## src/verilog/psd_defines.vh

```
`ifndef PSD_DEFINES_VH
`define PSD_DEFINES_VH
// ****************************************************
// register map
// ****************************************************
`define PSD_ADDR_W          4
`define PSD_DIR_OFFSET      4'h0
`define PSD_STATUS_OFFSET   4'h1
`define PSD_DIR_RESET       8'h00
`define PSD_UNMAPPED_READ   8'h00
// ****************************************************
// pin positions
// ****************************************************
`define PSD_PIN_TWO_WIRE_A  3
`define PSD_PIN_CH0         0
`endif

```

## src/verilog/psd_dir_reg.v

```verilog
`include "psd_defines.vh"
`default_nettype none
// ****************************************************
// direction storage: one byte, read data registered
// ****************************************************
module psd_dir_reg (
   input  wire       clk_i,
   input  wire       rst_n_i,
   input  wire       wr_i,
   input  wire       rd_i,
   input  wire [7:0] wdata_i,
   output reg  [7:0] value_o,
   output reg  [7:0] rdata_o
);
   always @(posedge clk_i) begin
      if (!rst_n_i) begin
         value_o <= `PSD_DIR_RESET;
         rdata_o <= 8'h00;
      end else begin
         // no mode gating and no write-once lock; overrides never touch the store
         if (wr_i) begin
            value_o <= wdata_i;
         end
         if (rd_i) begin
            rdata_o <= value_o;
         end
      end
   end
endmodule // psd_dir_reg
`default_nettype wire

```

## src/verilog/psd_port_dir.v

```verilog
`include "psd_defines.vh"
`default_nettype none
module psd_port_dir (
   input  wire                   SYS_CLK_I,
   input  wire                   RST_N_I,
   input  wire [`PSD_ADDR_W-1:0] ADDR_I,
   input  wire [7:0]             WDATA_I,
   input  wire                   WR_I,
   input  wire                   RD_I,
   output reg  [7:0]             RDATA_O,
   input  wire                   SPI_ACTIVE_I,
   input  wire [3:0]             SPI_DIR_I,
   input  wire                   TWO_WIRE_ACTIVE_I,
   input  wire                   TWO_WIRE_DIR_SCL_I,
   input  wire                   TWO_WIRE_DIR_SDA_I,
   input  wire [3:0]             PULSE_ACTIVE_I,
   output reg  [3:0]             PIN_OE_O,
   output reg  [3:0]             PIN_OPEN_DRAIN_O,
   output reg  [3:0]             PIN_OVERRIDDEN_O
);
   // ****************************************************
   // register access
   // ****************************************************
   // one address compare shared by every register select
   function psd_hit;
      input [`PSD_ADDR_W-1:0] addr;
      input [`PSD_ADDR_W-1:0] offset;
      begin
         psd_hit = (addr == offset);
      end
   endfunction

   wire       dir_wr  = WR_I && psd_hit(ADDR_I, `PSD_DIR_OFFSET);
   wire       dir_rd  = RD_I && psd_hit(ADDR_I, `PSD_DIR_OFFSET);
   wire       stat_rd = RD_I && psd_hit(ADDR_I, `PSD_STATUS_OFFSET);
   wire [7:0] dir_value;

   // read data are taken from the stored value here so that RDATA_O is itself a flip-flop
   psd_dir_reg u_dir (
      .clk_i   (SYS_CLK_I),
      .rst_n_i (RST_N_I),
      .wr_i    (dir_wr),
      .rd_i    (dir_rd),
      .wdata_i (WDATA_I),
      .value_o (dir_value),
      .rdata_o ()
   );

   // ****************************************************
   // override priority per pin
   // ****************************************************
   // peripheral enables arrive from logic on this clock, so no synchroniser
   // result is {output enable, open drain, overridden}, highest source first
   function [2:0] psd_pin_dir;
      input dir_bit;
      input spi_act;
      input spi_dir;
      input tw_act;
      input tw_dir;
      input pulse_act;
      begin
         if (spi_act) begin
            psd_pin_dir = {spi_dir, 1'b0, 1'b1};
         end else if (tw_act) begin
            psd_pin_dir = {tw_dir, 1'b1, 1'b1};
         end else if (pulse_act) begin
            psd_pin_dir = 3'h5;
         end else begin
            psd_pin_dir = {dir_bit, 1'b0, 1'b0};
         end
      end
   endfunction

   // pins 6 and 5 have no two-wire source, so that stage is held off for them
   wire [2:0] pin7_sel = psd_pin_dir(dir_value[7], SPI_ACTIVE_I, SPI_DIR_I[3],
                                     TWO_WIRE_ACTIVE_I, TWO_WIRE_DIR_SDA_I,
                                     PULSE_ACTIVE_I[3]);
   wire [2:0] pin6_sel = psd_pin_dir(dir_value[6], SPI_ACTIVE_I, SPI_DIR_I[2],
                                     1'b0, 1'b0,
                                     PULSE_ACTIVE_I[2]);
   wire [2:0] pin5_sel = psd_pin_dir(dir_value[5], SPI_ACTIVE_I, SPI_DIR_I[1],
                                     1'b0, 1'b0,
                                     PULSE_ACTIVE_I[1]);
   wire [2:0] pin4_sel = psd_pin_dir(dir_value[4], SPI_ACTIVE_I, SPI_DIR_I[0],
                                     TWO_WIRE_ACTIVE_I, TWO_WIRE_DIR_SCL_I,
                                     PULSE_ACTIVE_I[0]);

   wire [3:0] next_oe  = {pin7_sel[2], pin6_sel[2], pin5_sel[2], pin4_sel[2]};
   wire [3:0] next_od  = {pin7_sel[1], pin6_sel[1], pin5_sel[1], pin4_sel[1]};
   wire [3:0] next_ovr = {pin7_sel[0], pin6_sel[0], pin5_sel[0], pin4_sel[0]};

   // ****************************************************
   // output registers
   // ****************************************************
   // status view: live pin directions in the upper nibble, overrides in the lower
   always @(posedge SYS_CLK_I) begin
      if (!RST_N_I) begin
         PIN_OE_O         <= 4'h0;
         PIN_OPEN_DRAIN_O <= 4'h0;
         PIN_OVERRIDDEN_O <= 4'h0;
         RDATA_O          <= 8'h00;
      end else begin
         PIN_OE_O         <= next_oe;
         PIN_OPEN_DRAIN_O <= next_od;
         PIN_OVERRIDDEN_O <= next_ovr;
         // read data stand only in the cycle after the strobe
         if (dir_rd) begin
            RDATA_O <= dir_value;
         end else if (stat_rd) begin
            RDATA_O <= {next_oe, next_ovr};
         end else begin
            RDATA_O <= `PSD_UNMAPPED_READ;
         end
      end
   end
endmodule // psd_port_dir
`default_nettype wire
```

## config.mk

```make
export PLATFORM = sky130hd
export DESIGN_NAME = psd_port_dir
export DESIGN_NICKNAME = d
export VERILOG_FILES = /design/src/verilog/psd_dir_reg.v /design/src/verilog/psd_port_dir.v
export VERILOG_INCLUDE_DIRS = /design/src /design/src/verilog
export SDC_FILE = /design/constraint.sdc
export NUM_CORES = 1
export LEC_CHECK = 0
export BUFFER_PORTS_ARGS = -buffer_cell sky130_fd_sc_hd__buf_2
export CORE_MARGIN = 2
export CORE_UTILIZATION = 42
export CTS_BUF_LIST = sky130_fd_sc_hd__clkbuf_2 sky130_fd_sc_hd__clkbuf_4 sky130_fd_sc_hd__clkbuf_8
export DETAILED_ROUTE_END_ITERATION = 10
export GPL_TIMING_DRIVEN = 0
export PLACE_DENSITY = 0.77
export SLEW_MARGIN = 15
export SYNTH_ARGS = -nofsm -noshare
export SYNTH_HDL_FRONTEND = slang
export SYNTH_SLANG_ARGS = --single-unit
```

## constraint.sdc

```tcl
create_clock -name SYS_CLK_I -period 1.19 [get_ports SYS_CLK_I]
set_clock_uncertainty 0.2 [all_clocks]
set_input_delay 0.1785 -clock SYS_CLK_I [delete_from_list [all_inputs] [get_ports SYS_CLK_I]]
set_output_delay 0.1785 -clock SYS_CLK_I [all_outputs]
set_load 0.02 [all_outputs]
```

==> qor.log <==
qor: floorplanning.die_h 52.45 um
qor: cts.clock_latency 0.32 ns
qor: global_route.grt_pass1_wl 3381 um
qor: final_layout.layout-drive-gt1-share 49.69%
qor: critical_path.critPathKind reg -> out
qor: power_and_ir_drop.irDropWorstVdd 919.4 uV
qor: critical_path.crit_chain buf_6 -> buf_6
qor: run.maxCapViolCount 0
qor: cts.cts.sinks 25
qor: synthesis.count_of_flip_flops_with_a_built_in_enable_after_synthesis 0
qor: power_and_ir_drop.power.leakage 0.7067 nW
qor: synthesis.syn-instance-count 98
qor: hold_path.hold_class in -> reg
qor: global_route.grt_start_max_net_pins 16
qor: cts.ctsHtreeMaxLevel 1
qor: global_route.first_global_vias 788
qor: synthesis.yosysSeqAreaShare 50.76%
qor: global_route.gr-usage-all-layers 16.80%
qor: outcome.run_status finished, violations left
qor: critical_path.cpPeakStageDelay 0.35 ns
qor: cts.clock_tree_from_tritoncts yes
qor: detailed_routing.avgRoutedWirePerCell 11.26 um
qor: placed_design.routabilityCongestion 0.7649
qor: final_layout.final_core_utilization 70.48%
qor: sta.post-route-worst-setup-slack -0.06566 ns
qor: cts.clock_tree.buffer_depth 2
qor: floorplanning.core-area 2212 um^2
qor: synthesis.synth.ff_latch_count 25
qor: synthesis.synth-warning-count 0
qor: detailed_routing.drt_pass1_iterations 5
qor: final_layout.antenna_cells 0
qor: outcome.violations_in_the_final_reports negative hold slack, negative setup slack
qor: global_route.grt_overflow_total 0
qor: detailed_routing.route.detailed.vias_per_inst 4.827
qor: placed_design.area_after_dpl 1245 um^2
qor: placed_design.hpwl 1540 um
qor: synthesis.postSynthAreaPerCell 10.06 um^2
qor: final_layout.design_area 1559 um^2
qor: sta.fin_crit_period 1.256 ns
qor: cts.cts_buffers 3
qor: detailed_routing.route.vias.total 922
qor: final_layout.most-common-layout-cells buf_2 (31), nand2_1 (19), dfxtp_2 (16), buf_6 (15), dlygate4sd3_1 (13)
qor: critical_path.timing.critical_path.mode_cell buf_6
qor: critical_path.worstPathBufferInverterCount 2
qor: floorplanning.placementRows 17
qor: sta.rsz0062_at_grt true
qor: synthesis.synth.lib_cells_used.distinct 24
qor: power_and_ir_drop.power.density 989.4 nW/um^2
qor: critical_path.timing.critical_path.slowest_stage_cell dfxtp_2
qor: sta.final-setup-viol-count 2
qor: sta.report.final.hold_viol_count 6
qor: sta.fmax 796.4 MHz
qor: critical_path.critical_path.endpoint_type output pin
qor: critical_path.critical_path_peak_fanout 2
qor: critical_path.setup.worst_path.start_class register
qor: floorplanning.ios 48
qor: floorplanning.die_w 52.45 um
qor: final_layout.layout.nets 192
qor: detailed_routing.detail_route.wirelength 2150 um
qor: floorplanning.fp.dieArea 2751 um^2
qor: synthesis.netlist_area 985.9 um^2
qor: detailed_routing.postRouteAntennaNets 0
qor: sta.fin_worst_hold_slack -0.09367 ns
qor: final_layout.layout_commonest_cell buf_2
qor: final_layout.layout_area_overhead 58.12%
qor: synthesis.synthArstFlopShare 0%
qor: sta.layout_worst_path_cycle_share 105.5%
qor: sta.report.final.slew_viol_count 0
qor: global_route.grt_antenna_before_repair 0
qor: placed_design.place.port_buffers 44
qor: placed_design.pre_cts_slack -0.1934 ns
qor: cts.cts-root-buf clkbuf_4
qor: critical_path.timing.critical_path.arrival 0.88 ns
qor: critical_path.crit_family flip-flops
qor: critical_path.cp_data_required_time 0.81 ns
qor: detailed_routing.drtIter0Drc 17
qor: synthesis.synth-main-ff-cell dfxtp_1
qor: detailed_routing.drc 0
qor: cts.path_clk_slew 0.14 ns
qor: floorplanning.floorplan.initialDensity 44.57%
## flip-flops by register name (all words and copies together) (netlist names)
signal / flops
PIN_OE_O: 4
PIN_OPEN_DRAIN_O: 1
PIN_OVERRIDDEN_O: 4
RDATA_O: 8
u_dir.value_o: 8
## synth_stat cells (2+ instances only)
library cell | n | share of area [%]
nor3_2 | 2 | 2.0
nor2_1 | 3 | 1.1
a22o_1 | 6 | 5.3
o31a_1 | 2 | 1.8
o21a_1 | 2 | 1.5
o311a_1 | 4 | 4.1
nor3_1 | 2 | 1.0
nor2b_1 | 3 | 1.9
and2_1 | 2 | 1.3
mux2i_1 | 8 | 8.1
nand2_1 | 19 | 7.2
o31ai_1 | 2 | 1.5
buf_2 | 4 | 2.0
or2b_1 | 2 | 1.5
buf_4 | 4 | 3.0
dfxtp_1 | 25 | 51
## worst register-to-register path: stages (launching register included)
cell     delay [ns]
dfxtp_2        0.35
o311a_1        0.34
a22o_1         0.20
## metal layers
| layer | wire length (um) | GRT usage [%] | vias to the layer above | share of wire (%) |
|---|---|---|---|---|
| met4 | 72 | 13.25 | 0 | 3.3 |
| met5 | 0 | 0 | - | 0 |
| li1 | - | - | 466 | - |
| met3 | 119 | 1.714 | 10 | 5.5 |
| met2 | 979 | 26.46 | 53 | 46 |
| met1 | 979 | 20.68 | 393 | 46 |
## worst paths after layout
path	startpoint	to	slack [ns]	depth (start not counted)
worst max-delay path	PIN_OPEN_DRAIN_O[0]$_SDFF_PP0_	PIN_OPEN_DRAIN_O[3]	-0.07	2
worst min-delay path	PULSE_ACTIVE_I[2]	PIN_OVERRIDDEN_O[2]$_SDFF_PN0_	-0.09	2
worst max register to register	u_dir.value_o[5]$_SDFFE_PN0P_	RDATA_O[5]$_SDFF_PN0_	0.02	2
worst min register to register	u_dir.value_o[1]$_SDFFE_PN0P_	u_dir.value_o[1]$_SDFFE_PN0P_	0.28	2
## metrics by stage
stage | power [mW] | TNS [ns] | instances
3_5_place_dp | 1.099 | -2.032 | 171
3_3_place_gp | 1.094 | -1.728 | 171
2_1_floorplan | 1.011 | 0 | 99
4_1_cts | 1.518 | -0.08392 | 191
6_report | 1.542 | -0.07689 | 191
5_1_grt | 1.613 | -0.2069 | 191
## area by class of cell
| type | instances | area, um^2 |
|---|---|---|
| Clock buffer | 3 | 22.52 |
| Tap cell | 28 | 35.03 |
| Timing Repair Buffer | 60 | 464.2 |
| Clock inverter | 1 | 7.507 |
| Sequential cell | 25 | 520.5 |
| Fill cell | 174 | 653.1 |
| Multi-Input combinational cell | 64 | 440.4 |
| Buffer | 10 | 68.82 |
## timing repair
action,CTS,global route
gates resized for setup,18,32
setup endpoints to repair,16,25
hold buffers,13,1
hold endpoints to repair,18,6
setup buffers,3,0
pin swaps,0,5
## power breakdown
part	switching [mW]	total (mW)	leakage, nW	internal (mW)
logic	0.125	0.277	0.482	0.151
registers	0.0114	0.877	0.210	0.866
clock network	0.260	0.389	0.0139	0.128
total	0.397	1.54	0.707	1.15
## kinds of logic (layout without fill, tap and decap cells)
logic type / Yosys count / after routing / synth area share [%]
and+or+nand+nor: 38 / 38 / 19.92
muxes: 8 / 8 / 8.122
buffers and inverters: 10 / 74 / 6.599
DFF: 25 / 25 / 50.76
AOI/OAI and AO/OA: 16 / 16 / 14.21
other: 1 / 2 / 0.3803
Power figures use the tool's default switching activity.
